==> src/shared/cdmp_pkg.sv <==
// Purpose: shared constants and types for the data memory port, both ends
// Assumes: one 20 MHz clock, little-endian byte lanes on the memory side
// Notes: command words cross the core-end fifo as one packed struct
package cdmp_pkg;
    localparam int ADDR_W = 32;
    localparam int DATA_W = 32;
    localparam int MODE_W = 5;
    localparam int BURST_W = 4;
    localparam int SIZE_W = 2;
    localparam int FIFO_DEPTH = 8;
    localparam int MEM_WORDS = 256;
    localparam int CLK_HZ = 20000000;
    // access size codes
    localparam logic [SIZE_W-1:0] SIZE_BYTE = 2'h0;
    localparam logic [SIZE_W-1:0] SIZE_HALF = 2'h1;
    localparam logic [SIZE_W-1:0] SIZE_WORD = 2'h2;
    localparam logic [SIZE_W-1:0] SIZE_RSVD = 2'h3;
    // idle and reset levels of the interface
    localparam logic REQ_IDLE_N = 1'b1;
    localparam logic SPEC_IDLE_N = 1'b1;
    localparam logic PRIV_RST_N = 1'b1;
    localparam logic [MODE_W-1:0] MODE_RST = 5'h13;
    localparam logic [1:0] LANE_LSB = 2'h0;
    localparam int WORD_LSB = 2;
    // one command word as queued by the core user
    typedef struct packed {
        logic [ADDR_W-1:0] addr;
        logic [DATA_W-1:0] wdata;
        logic write;
        logic [SIZE_W-1:0] size;
        logic [MODE_W-1:0] mode;
        logic user_n;
        logic lock;
        logic spec;
        logic more;
        logic [BURST_W-1:0] burst_len;
    } cdmp_cmd_s;
    localparam int CMD_W = $bits(cdmp_cmd_s);
endpackage

==> src/shared/cdmp_if.sv <==
// Purpose: wires between the core end and the memory end of the data port
// Assumes: every signal is driven and sampled on the rising edge of one clock
// Notes: no clocking block; the testbench joins both ends through this
`timescale 1ns/1ps
`default_nettype none
interface cdmp_if;
    // core to memory
    logic [cdmp_pkg::ADDR_W-1:0] mem_addr_out;
    logic request_n_out;
    logic write_not_read_out;
    logic [cdmp_pkg::SIZE_W-1:0] access_size_out;
    logic sequential_out;
    logic burst_continue_out;
    logic bus_lock_out;
    logic speculative_hint_n_out;
    logic user_priv_n_out;
    logic [cdmp_pkg::MODE_W-1:0] proc_mode_out;
    logic cancel_prev_out;
    logic [cdmp_pkg::BURST_W-1:0] burst_length_out;
    logic [cdmp_pkg::DATA_W-1:0] wdata;
    // memory to core
    logic [cdmp_pkg::DATA_W-1:0] rdata;
    logic access_abort_in;
    logic watchpoint_hit_in;
    logic cycle_stall_en;

    modport core (
        output mem_addr_out, request_n_out, write_not_read_out, access_size_out,
        output sequential_out, burst_continue_out, bus_lock_out, speculative_hint_n_out,
        output user_priv_n_out, proc_mode_out, cancel_prev_out, burst_length_out, wdata,
        input rdata, access_abort_in, watchpoint_hit_in, cycle_stall_en
    );
    modport mem (
        input mem_addr_out, request_n_out, write_not_read_out, access_size_out,
        input sequential_out, burst_continue_out, bus_lock_out, speculative_hint_n_out,
        input user_priv_n_out, proc_mode_out, cancel_prev_out, burst_length_out, wdata,
        output rdata, access_abort_in, watchpoint_hit_in, cycle_stall_en
    );
endinterface
`default_nettype wire

==> src/verilog/cdmp_core_end.sv <==
// Purpose: core end of the data memory port with its command fifo
// Assumes: memory end and user logic share i_ref_clk, so no synchronisers
// Notes: one fifo entry is one beat; bursts are runs of entries with more set
`timescale 1ns/1ps
`default_nettype none

// queue with parameter width and depth, registered full and empty
module cdmp_fifo #(
    parameter int WIDTH = cdmp_pkg::CMD_W,
    parameter int DEPTH = cdmp_pkg::FIFO_DEPTH
) (
    // clock and reset
    input wire logic i_ref_clk,
    input wire logic i_rst_b,
    // fill side
    input wire logic i_in_valid,
    output logic o_in_ready,
    input wire logic [WIDTH-1:0] i_in_data,
    // drain side
    output logic o_out_valid,
    input wire logic i_out_ready,
    output logic [WIDTH-1:0] o_out_data
);
    localparam int PTR_W = $clog2(DEPTH);
    logic [WIDTH-1:0] mem_reg [DEPTH];
    logic [PTR_W-1:0] wr_ptr_reg;
    logic [PTR_W-1:0] rd_ptr_reg;
    logic [PTR_W:0] count_reg;
    logic push;
    logic pop;

    assign push = i_in_valid && o_in_ready;
    assign pop = o_out_valid && i_out_ready;
    assign o_out_data = mem_reg[rd_ptr_reg];

    // storage writes
    always_ff @(posedge i_ref_clk) begin
        if (push) begin
            mem_reg[wr_ptr_reg] <= i_in_data;
        end
    end

    // pointers, count and flags
    always_ff @(posedge i_ref_clk or negedge i_rst_b) begin
        if (!i_rst_b) begin
            wr_ptr_reg <= '0;
            rd_ptr_reg <= '0;
            count_reg <= '0;
            o_in_ready <= 1'b1;
            o_out_valid <= 1'b0;
        end else begin
            if (push) begin
                wr_ptr_reg <= (wr_ptr_reg == PTR_W'(DEPTH - 1)) ? '0 : wr_ptr_reg + 1'b1;
            end
            if (pop) begin
                rd_ptr_reg <= (rd_ptr_reg == PTR_W'(DEPTH - 1)) ? '0 : rd_ptr_reg + 1'b1;
            end
            if (push && !pop) begin
                count_reg <= count_reg + 1'b1;
                o_in_ready <= (count_reg != (PTR_W+1)'(DEPTH - 1));
                o_out_valid <= 1'b1;
            end else if (pop && !push) begin
                count_reg <= count_reg - 1'b1;
                o_in_ready <= 1'b1;
                o_out_valid <= (count_reg != (PTR_W+1)'(1));
            end
        end
    end
endmodule

// Function
// - 32-bit byte address per data access
// - request low announces next-cycle access
// - direction flag: low read, high write
// - read data only on reads, write on writes
// - size codes 00/01/10, never 11
// - sequential flag for continuing beats
// - burst-continue when next beat follows sequentially
// - lock held; memory grants nobody else meanwhile
// - speculative hint marks address maybe needed later
// - memory never aborts a speculative hint
// - hint never with request in same cycle
// - privilege flag low user, high supervisor
// - five-bit mode valid with the address
// - cancel flag drops previous cycle request
// - four-bit burst length of current burst
// - memory aborts accesses not permitted
// - watchpoint at request end halts core
// - everything changes and samples on rising edge
// - memory stalls whole cycles via stall enable
module cdmp_core_end #(
    parameter int DEPTH = cdmp_pkg::FIFO_DEPTH
) (
    // clock and reset
    input wire logic i_ref_clk,
    input wire logic i_rst_b,
    // command queue from user logic
    input wire logic i_cmd_valid,
    output logic o_cmd_ready,
    input wire cdmp_pkg::cdmp_cmd_s i_cmd,
    // cancel of the request now on the port
    input wire logic i_cancel,
    output logic o_req_pending,
    // responses to user logic
    output logic o_rsp_valid,
    output logic o_rsp_write,
    output logic o_rsp_abort,
    output logic [cdmp_pkg::DATA_W-1:0] o_rsp_rdata,
    // debug halt
    input wire logic i_debug_resume,
    output logic o_debug_halt,
    // memory port
    cdmp_if.core bus
);
    cdmp_pkg::cdmp_cmd_s head;
    logic head_valid;
    logic fifo_ready;
    logic run;
    logic take;
    logic in_burst_reg;
    logic dphase_reg;
    logic dwrite_reg;
    logic [cdmp_pkg::DATA_W-1:0] dwdata_reg;
    logic [cdmp_pkg::SIZE_W-1:0] size_next;

    // port state advances only on enabled cycles; fifo fill and halt resume act on any cycle
    assign run = bus.cycle_stall_en;
    // a new burst waits while halted; beats of a started burst go on
    assign take = run && head_valid && (!o_debug_halt || in_burst_reg);
    assign o_cmd_ready = fifo_ready;
    // reserved size code is never put on the port
    assign size_next = (head.size == cdmp_pkg::SIZE_RSVD) ? cdmp_pkg::SIZE_WORD : head.size;

    cdmp_fifo #(
        .WIDTH(cdmp_pkg::CMD_W),
        .DEPTH(DEPTH)
    ) u_fifo (
        .i_ref_clk(i_ref_clk),
        .i_rst_b(i_rst_b),
        .i_in_valid(i_cmd_valid),
        .o_in_ready(fifo_ready),
        .i_in_data(i_cmd),
        .o_out_valid(head_valid),
        .i_out_ready(take),
        .o_out_data(head)
    );

    // address phase: announce the next-cycle access
    always_ff @(posedge i_ref_clk or negedge i_rst_b) begin
        if (!i_rst_b) begin
            bus.mem_addr_out <= '0;
            bus.request_n_out <= cdmp_pkg::REQ_IDLE_N;
            bus.write_not_read_out <= 1'b0;
            bus.access_size_out <= cdmp_pkg::SIZE_WORD;
            bus.sequential_out <= 1'b0;
            bus.burst_continue_out <= 1'b0;
            bus.bus_lock_out <= 1'b0;
            bus.speculative_hint_n_out <= cdmp_pkg::SPEC_IDLE_N;
            bus.user_priv_n_out <= cdmp_pkg::PRIV_RST_N;
            bus.proc_mode_out <= cdmp_pkg::MODE_RST;
            bus.burst_length_out <= '0;
            in_burst_reg <= 1'b0;
        end else if (take) begin
            bus.mem_addr_out <= head.addr;
            bus.request_n_out <= head.spec;
            bus.speculative_hint_n_out <= !head.spec;
            bus.write_not_read_out <= head.write && !head.spec;
            bus.access_size_out <= size_next;
            bus.sequential_out <= in_burst_reg && !head.spec;
            bus.burst_continue_out <= head.more && !head.spec;
            bus.bus_lock_out <= head.lock;
            bus.user_priv_n_out <= head.user_n;
            bus.proc_mode_out <= head.mode;
            bus.burst_length_out <= head.burst_len;
            in_burst_reg <= head.more && !head.spec;
        end else if (run) begin
            // nothing to issue: idle, lock and mode left as they were
            bus.request_n_out <= cdmp_pkg::REQ_IDLE_N;
            bus.speculative_hint_n_out <= cdmp_pkg::SPEC_IDLE_N;
            bus.sequential_out <= 1'b0;
            bus.burst_continue_out <= 1'b0;
        end
    end

    // remember the beat on the port for its data phase
    always_ff @(posedge i_ref_clk or negedge i_rst_b) begin
        if (!i_rst_b) begin
            dphase_reg <= 1'b0;
            dwrite_reg <= 1'b0;
            dwdata_reg <= '0;
            bus.cancel_prev_out <= 1'b0;
        end else if (run) begin
            dphase_reg <= !bus.request_n_out;
            dwrite_reg <= bus.write_not_read_out;
            dwdata_reg <= take ? head.wdata : dwdata_reg;
            bus.cancel_prev_out <= i_cancel && !bus.request_n_out;
        end
    end

    // write word stands only in write data phases
    always_ff @(posedge i_ref_clk or negedge i_rst_b) begin
        if (!i_rst_b) begin
            bus.wdata <= '0;
        end else if (run) begin
            bus.wdata <= (!bus.request_n_out && bus.write_not_read_out) ? dwdata_reg : '0;
        end
    end

    // data phase end: sample memory answers
    always_ff @(posedge i_ref_clk or negedge i_rst_b) begin
        if (!i_rst_b) begin
            o_rsp_valid <= 1'b0;
            o_rsp_write <= 1'b0;
            o_rsp_abort <= 1'b0;
            o_rsp_rdata <= '0;
        end else begin
            o_rsp_valid <= run && dphase_reg && !bus.cancel_prev_out;
            if (run && dphase_reg) begin
                o_rsp_write <= dwrite_reg;
                o_rsp_abort <= bus.access_abort_in;
                o_rsp_rdata <= dwrite_reg ? '0 : bus.rdata;
            end
        end
    end

    // halt on watchpoint; a hit beats a resume in the same cycle
    always_ff @(posedge i_ref_clk or negedge i_rst_b) begin
        if (!i_rst_b) begin
            o_debug_halt <= 1'b0;
        end else if (run && dphase_reg && bus.watchpoint_hit_in) begin
            o_debug_halt <= 1'b1;
        end else if (i_debug_resume) begin
            o_debug_halt <= 1'b0;
        end
    end

    // registered copy of the request for the user cancel window
    always_ff @(posedge i_ref_clk or negedge i_rst_b) begin
        if (!i_rst_b) begin
            o_req_pending <= 1'b0;
        end else if (run) begin
            o_req_pending <= take && !head.spec;
        end
    end
endmodule
`default_nettype wire

==> src/flat_wrapper.sv <==
// flat-port wrapper written by rule: the top's interface ports become plain ports
module cdmp_core_end_flat 
#(
    parameter int DEPTH = cdmp_pkg::FIFO_DEPTH
)
  (i_ref_clk, i_rst_b, i_cmd_valid, o_cmd_ready, i_cmd, i_cancel, o_req_pending, o_rsp_valid, o_rsp_write, o_rsp_abort, o_rsp_rdata, i_debug_resume, o_debug_halt, bus_mem_addr_out, bus_request_n_out, bus_write_not_read_out, bus_access_size_out, bus_sequential_out, bus_burst_continue_out, bus_bus_lock_out, bus_speculative_hint_n_out, bus_user_priv_n_out, bus_proc_mode_out, bus_cancel_prev_out, bus_burst_length_out, bus_wdata, bus_rdata, bus_access_abort_in, bus_watchpoint_hit_in, bus_cycle_stall_en);
  cdmp_if bus_i ();
  input wire logic i_ref_clk;
  input wire logic i_rst_b;
  input wire logic i_cmd_valid;
  output logic o_cmd_ready;
  input wire cdmp_pkg::cdmp_cmd_s i_cmd;
  input wire logic i_cancel;
  output logic o_req_pending;
  output logic o_rsp_valid;
  output logic o_rsp_write;
  output logic o_rsp_abort;
  output logic [cdmp_pkg::DATA_W-1:0] o_rsp_rdata;
  input wire logic i_debug_resume;
  output logic o_debug_halt;
  output wire logic [$bits(bus_i.mem_addr_out)-1:0] bus_mem_addr_out;
  output wire logic [$bits(bus_i.request_n_out)-1:0] bus_request_n_out;
  output wire logic [$bits(bus_i.write_not_read_out)-1:0] bus_write_not_read_out;
  output wire logic [$bits(bus_i.access_size_out)-1:0] bus_access_size_out;
  output wire logic [$bits(bus_i.sequential_out)-1:0] bus_sequential_out;
  output wire logic [$bits(bus_i.burst_continue_out)-1:0] bus_burst_continue_out;
  output wire logic [$bits(bus_i.bus_lock_out)-1:0] bus_bus_lock_out;
  output wire logic [$bits(bus_i.speculative_hint_n_out)-1:0] bus_speculative_hint_n_out;
  output wire logic [$bits(bus_i.user_priv_n_out)-1:0] bus_user_priv_n_out;
  output wire logic [$bits(bus_i.proc_mode_out)-1:0] bus_proc_mode_out;
  output wire logic [$bits(bus_i.cancel_prev_out)-1:0] bus_cancel_prev_out;
  output wire logic [$bits(bus_i.burst_length_out)-1:0] bus_burst_length_out;
  output wire logic [$bits(bus_i.wdata)-1:0] bus_wdata;
  input wire logic [$bits(bus_i.rdata)-1:0] bus_rdata;
  input wire logic [$bits(bus_i.access_abort_in)-1:0] bus_access_abort_in;
  input wire logic [$bits(bus_i.watchpoint_hit_in)-1:0] bus_watchpoint_hit_in;
  input wire logic [$bits(bus_i.cycle_stall_en)-1:0] bus_cycle_stall_en;
  assign bus_mem_addr_out = bus_i.mem_addr_out;
  assign bus_request_n_out = bus_i.request_n_out;
  assign bus_write_not_read_out = bus_i.write_not_read_out;
  assign bus_access_size_out = bus_i.access_size_out;
  assign bus_sequential_out = bus_i.sequential_out;
  assign bus_burst_continue_out = bus_i.burst_continue_out;
  assign bus_bus_lock_out = bus_i.bus_lock_out;
  assign bus_speculative_hint_n_out = bus_i.speculative_hint_n_out;
  assign bus_user_priv_n_out = bus_i.user_priv_n_out;
  assign bus_proc_mode_out = bus_i.proc_mode_out;
  assign bus_cancel_prev_out = bus_i.cancel_prev_out;
  assign bus_burst_length_out = bus_i.burst_length_out;
  assign bus_wdata = bus_i.wdata;
  assign bus_i.rdata = bus_rdata;
  assign bus_i.access_abort_in = bus_access_abort_in;
  assign bus_i.watchpoint_hit_in = bus_watchpoint_hit_in;
  assign bus_i.cycle_stall_en = bus_cycle_stall_en;
  cdmp_core_end #(.DEPTH(DEPTH)) u_core (.i_ref_clk(i_ref_clk), .i_rst_b(i_rst_b), .i_cmd_valid(i_cmd_valid), .o_cmd_ready(o_cmd_ready), .i_cmd(i_cmd), .i_cancel(i_cancel), .o_req_pending(o_req_pending), .o_rsp_valid(o_rsp_valid), .o_rsp_write(o_rsp_write), .o_rsp_abort(o_rsp_abort), .o_rsp_rdata(o_rsp_rdata), .i_debug_resume(i_debug_resume), .o_debug_halt(o_debug_halt), .bus(bus_i));
endmodule
==> config.mk <==
export PLATFORM = sky130hd
export DESIGN_NAME = cdmp_core_end_flat
export DESIGN_NICKNAME = d
export VERILOG_FILES = /design/src/shared/cdmp_pkg.sv /design/src/shared/cdmp_if.sv /design/src/verilog/cdmp_core_end.sv /design/src/flat_wrapper.sv
export SDC_FILE = /design/constraint.sdc
export NUM_CORES = 1
export LEC_CHECK = 0
export BUFFER_PORTS_ARGS = -buffer_cell sky130_fd_sc_hd__buf_2
export CAP_MARGIN = 25
export CORE_MARGIN = 2
export CORE_UTILIZATION = 50
export DETAILED_ROUTE_END_ITERATION = 6
export PLACE_DENSITY = 0.68
export SLEW_MARGIN = 20
export SYNTH_ARGS = -nofsm -noshare
export SYNTH_HDL_FRONTEND = slang
export SYNTH_HIERARCHICAL = 1
export SYNTH_SLANG_ARGS = --single-unit
==> constraint.sdc <==
create_clock -name i_ref_clk -period 11.3 [get_ports i_ref_clk]
set_clock_uncertainty 0.2 [all_clocks]
set_input_delay 2.26 -clock i_ref_clk [delete_from_list [all_inputs] [get_ports i_ref_clk]]
set_output_delay 2.26 -clock i_ref_clk [all_outputs]
set_load 0.01 [all_outputs]
# Word-level counts from Yosys, hierarchy flattened
# Memories as Yosys holds them, arrays and structs flattened.
# Cells that the tools add are included.
classes:
  muxes: 21
  eq_ne: 5
  n_reduce_logical: 26
  add_sub_neg: 4
op_table:
  columns: ["operator", "n"]
  rows:
  - ["32-bit 2-to-1 mux", 2]
  - ["1-bit logical AND", 15]
  - ["1-bit 2-to-1 mux", 14]
  - ["4-bit 2-to-1 mux", 2]
  - ["3-bit by 1-bit adder with 3-bit output, second input constant", 2]
  - ["3-bit equality test, second input constant", 2]
  - ["1-bit zero test", 6]
  - ["3-bit 2-to-1 mux", 2]
  - ["2-bit nonzero test", 3]
  - ["4-bit by 1-bit adder with 4-bit output, second input constant", 1]
  - ["4-bit by 1-bit inequality test with 1-bit output, second input constant", 1]
  - ["4-bit by 3-bit inequality test with 1-bit output, second input constant", 1]
  - ["4-bit by 1-bit subtractor with 4-bit output, second input constant", 1]
  - ["2-bit equality test, second input constant", 1]
  - ["2-bit 2-to-1 mux", 1]
  - ["2-bit AND reduction", 1]
  - ["1-bit logical OR", 1]
word_totals:
  ram_bits: 640
  memories: 1
  elab_cells: 85
  reg_bits: 167
  output_inout_bits: 121
  inputBits: 120
memory_table:
  columns: ["name", "words", "width", "rd", "rd_ports_with_merged_regs", "wr", "line_no", "text"]
  rows:
  - ["u_core.u_fifo.mem_reg", 8, 80, 1, 0, 1, "cdmp_core_end.sv:25", "logic [WIDTH-1:0] mem_reg [DEPTH];"]

# Longest topological paths before layout
logic_depth:
  word_depth: 7
  mapped_depth: 10
  depth_no_buf: 7

# Hierarchy
# The synthesis kept the hierarchy.
by_module_without_submodules:
  columns: ["module", "cells_per_inst", "seq_area_each_um2", "area_each_um2", "n_inst"]
  rows:
  - ["cdmp_fifo", 991, 19520.0, 25086.6, 1]
  - ["cdmp_core_end", 420, 3887.5, 6135.9, 1]

# Worst setup path before layout
# Ideal clock, no wire load.
synth_path:
  kind: "input -> register"
  startpoint: "in i_cmd_valid"
  endpoint: "mem u_core/u_fifo/mem_reg[0][0] (netlist bit), enable pin"
  t_arrival_ns: 10.011
  path_stages: 2
  n_path_buf: 0
  slack_ns: 0.374
  setup_ns: 0.715
  required_time_ns: 10.385
  path_cell_list: "nand2_1 > nor4_1"
synth_via:
  elab_chain_len: 3
synth_rtl:
  columns: ["item", "line_no", "text"]
  rows:
  - ["start, declared", "flat_wrapper.sv:10", "input wire logic i_cmd_valid;"]
  - ["1-bit logical AND", "cdmp_core_end.sv:32", "assign push = i_in_valid && o_in_ready;"]
  - ["1-bit 2-to-1 mux", "cdmp_core_end.sv:38", "if (push) begin"]
  - ["1-bit 2-to-1 mux (implied by the code)", "cdmp_core_end.sv:39", "mem_reg[wr_ptr_reg] <= i_in_data;"]
  - ["end, declared", "cdmp_core_end.sv:25", null]
# No other way between the ends.

# Worst setup path in the final report
layout_path:
  startpoint: "in bus_cycle_stall_en"
  endpoint: "reg u_core.u_fifo.count_reg[3]"
layout_via:
  elab_chain_len: 6
  elab_cells_between_ends: 8
  classes_between: "mux (1); reduce/logical (7)"
layout_rtl:
  columns: ["item", "line_no", "text"]
  rows:
  - ["start, declared", "flat_wrapper.sv:37", "input wire logic [$bits(bus_i.cycle_stall_en)-1:0] bus_cycle_stall_en;"]
  - ["1-bit logical AND * (2 in series)", "cdmp_core_end.sv:129", "assign take = run && head_valid && (!o_debug_halt || in_burst_reg);"]
  - ["1-bit logical AND *", "cdmp_core_end.sv:33", "assign pop = o_out_valid && i_out_ready;"]
  - ["1-bit zero test", "cdmp_core_end.sv:58", "if (push && !pop) begin"]
  - ["1-bit logical AND", "cdmp_core_end.sv:58", null]
  - ["4-bit 2-to-1 mux or 2-bit nonzero test (tied branches)", null, null]
  - ["end signal, assigned", "cdmp_core_end.sv:59", "count_reg <= count_reg + 1'b1;"]
  - ["end signal, assigned", "cdmp_core_end.sv:63", "count_reg <= count_reg - 1'b1;"]
  - ["end, declared", "cdmp_core_end.sv:28", "logic [PTR_W:0] count_reg;"]
# Every way passes the cells marked *; elsewhere a longest branch is shown, timed or not.
# A chain may end at the register's enable or synchronous reset.

==> results by group <==
Timing
  – Achievable Freq: 0.2217 GHz
  – Post-route setup TNS: 0 ns
  – Final setup viols: 0
  – Fin crit period: 4.512 ns
  – RSZ-0062 raised after global routing: no
  – Slew Limit Fails: 0
  – Period utilization: 39.93%
  – Worst slew margin: 32.57%
  – Final hold violation count: 0
  – Worst-margin pin slew: 1.009 ns

Cells and area
  – Layout area overhead: 14.80%
  – Commonest non-fill, non-tap cell in the layout: edfxtp_1
  – Leading cell types in the layout, fill and taps excluded: edfxtp_1 (640), buf_2 (239), dfrtp_1 (156), mux4_2 (151), mux2_4 (143)
  – Finished Layout Cells: 2,601
  – Max reg flops: 640
  – Layout cells sized above 1: 40.74%
  – Nets: 1,819

Placed design
  – GP Congestion: 0.7191
  – Dpl hpwl: 33,560 um
  – Post-Place Cells: 2,440
  – IO Port Bufs: 240

Route
  – Final antenna-violating net count: 0
  – Vias after detailed routing: 14,260
  – Starting DRT DRC Count: 929
  – TritonRoute pass-1 iters: 4
  – Drt total wl: 60,860 um
  – DR WL/cell: 23.40 um
  – Via-to-Cell Ratio: 5.483
  – DRC: 0

Clock tree
  – Clk root buf: clkbuf_16
  – CTS sink count: 807
  – Resized Gates After CTS: 0
  – # Post-CTS Setup Buffers: 0
  – CTS Hold Bufs: 0
  – CTS tree: built
  – Clk buf depth: 3
  – Num CTS Buffers: 83
  – Clk Latency, worst-skew pair: 0.63 ns
  – Clk slew on worst S/H paths: 0.06 ns
  – H-tree Lvls: 3

Critical path
  – WS Path Type: in2reg
  – R2r worst-path depth: 6
  – Worst Setup End Kind: register
  – R2r startpoint: u_core/u_fifo/rd_ptr_reg[0]$_DFFE_PN0P_
  – Crit path required time: 11.65 ns
  – CP arrival: 4.86 ns
  – Crit start category: primary input
  – Critical path fanouts, max: 83
  – Worst Setup SP: bus_cycle_stall_en

Synthesis
  – Avg Synthesized Cell Area: 22.13 um^2
  – Yosys warns: 6
  – #FFs+latches synth: 807
  – Top post-synthesis cells by area: edfxtp_1 (62%), dfrtp_1 (13%), mux4_2 (11%)
  – Yosys cell types: 40
  – Number of synthesized flops with an enable pin: 640
  – Post-synth top area share: 61.55%
  – Sequential share of the synthesized area: 74.97%
  – Post-synth top area cell: edfxtp_1
  – Synth Net Count: 1,540
  – Post-Synthesis Cells: 1,411
  – Post-Synthesis Cell Area: 31,220 um^2
  – Ys flop type: edfxtp_1
  – Async SR Flop Fraction: 20.69%

Power and ir drop
  – Peak supply drop: 103.1 uV
  – Power density cells: 166.2 nW/um^2
  – Pleak: 0.01309 uW

Floorplanning
  – Core area: 61,710 um^2
  – Rows: 91
  – Die Y: 253.9 um
  – Starting Density: 50.59%
  – Die area: 64,460 um^2
  – Die W: 253.9 um
  – # IOs: 241

Worst hold path
  – Worst hold path type: reg2reg
  – Worst hold stages: 1
  – Min-Delay Startpoint: u_core/bus.cancel_prev_out$_DFFE_PN0P_

Global route
  – Antenna violations before repair: 17
  – Global-route wire length before repair: 91,630 um
  – Largest net degree at the start of global routing: 100
  – Number of global-route vias before repair: 15,070
  – GR Util All Layers: 19.22%
  – GRT overflow: 0

Flow run
  – Max-cap violation count: 0

Run status
  – Outcome: complete, no violations
-- worst max-delay path, cell delays in order --
cell     delay [ns]
buf_2          0.20
nand2_4        0.09
a21oi_4        0.15
buf_12         0.56
nand2_1        0.31
ha_1           0.37
or4_1          0.49
a21oi_1        0.21
xor2_1         0.16
-- logic make-up after synthesis --
group | after synthesis | synth area share [%]
buffers and inverters | 80 | 1.988
adder cells (fa/ha/maj) | 9 | 0.3607
AO/OA/AOI/OAI | 82 | 1.831
AND/OR/NAND/NOR | 105 | 1.451
multiplexers | 325 | 19.32
XOR/XNOR | 3 | 0.08417
flip-flops | 807 | 74.97
-- synth_stat cells (4+ instances only) --
| library cell | count |
|---|---|
| a21o_1 | 4 |
| a22o_1 | 35 |
| buf_12 | 17 |
| buf_2 | 17 |
| clkbuf_1 | 31 |
| dfrtp_1 | 159 |
| dfstp_2 | 8 |
| edfxtp_1 | 640 |
| ha_1 | 9 |
| inv_1 | 6 |
| mux2_2 | 19 |
| mux2_4 | 143 |
| mux4_1 | 9 |
| mux4_2 | 151 |
| nand2_1 | 72 |
| nor2_1 | 10 |
| nor2b_1 | 5 |
| nor3_1 | 7 |
| o21ai_0 | 35 |
-- area by class of cell --
cell class	count	area (um^2)
inverters	8	30.03
diodes	4	10.01
well taps	837	1047
fillers	4573	25870
flip-flops and latches	807	23420
clock inverters	33	299.0
repair buffers	266	1461
multi-input cells	524	7253
clock buffers	122	2325
-- layer usage --
layer | up-vias | global-route usage, % | part of all wire (%)
li1 | 6295 | - | -
met4 | 20 | 5.899 | 1.9
met3 | 100 | 4.302 | 5.0
met2 | 302 | 31.81 | 50
met1 | 7545 | 25.63 | 43
met5 | - | 0 | 0.18
-- stage by stage --
step	util (%)	instance area [um^2]	setup slack, ns	power (uW)	hold slack [ns]
floorplan	-	31220	0.3739	3322	0.2473
global placement	53.72	33150	6.172	3398	0.2389
detailed placement	53.72	33150	6.149	3406	0.2499
CTS	57.97	35780	6.826	6028	0.2572
global route	58.08	35840	6.649	6149	0.2993
finish	58.08	35840	6.788	5958	0.2532
-- power by group --
| group | switching (uW) | internal [uW] | total [uW] |
|---|---|---|---|
| clock network | 1090 | 1520 | 2620 |
| logic | 72.2 | 34.8 | 107 |
| registers | 9.35 | 3230 | 3240 |
-- path summary, 6_finish.rpt --
| kind | end | slack, ns |
|---|---|---|
| worst max-delay path | u_core/u_fifo/count_reg[3]$_DFFE_PN0P_ | 6.79 |
| worst min-delay path | u_core/o_rsp_valid$_DFF_PN0_ | 0.25 |
| worst max register to register | u_core/bus.access_size_out[0]$_DFFE_PN0P_ | 7.11 |
| worst min register to register | u_core/o_rsp_valid$_DFF_PN0_ | 0.25 |
| max in group asynchronous | u_core/bus.wdata[10]$_DFFE_PN0P_ | 8.11 |
| min in group asynchronous | u_core/o_rsp_rdata[22]$_DFFE_PN0P_ | 1.56 |
(Power assumes the default switching activity.)
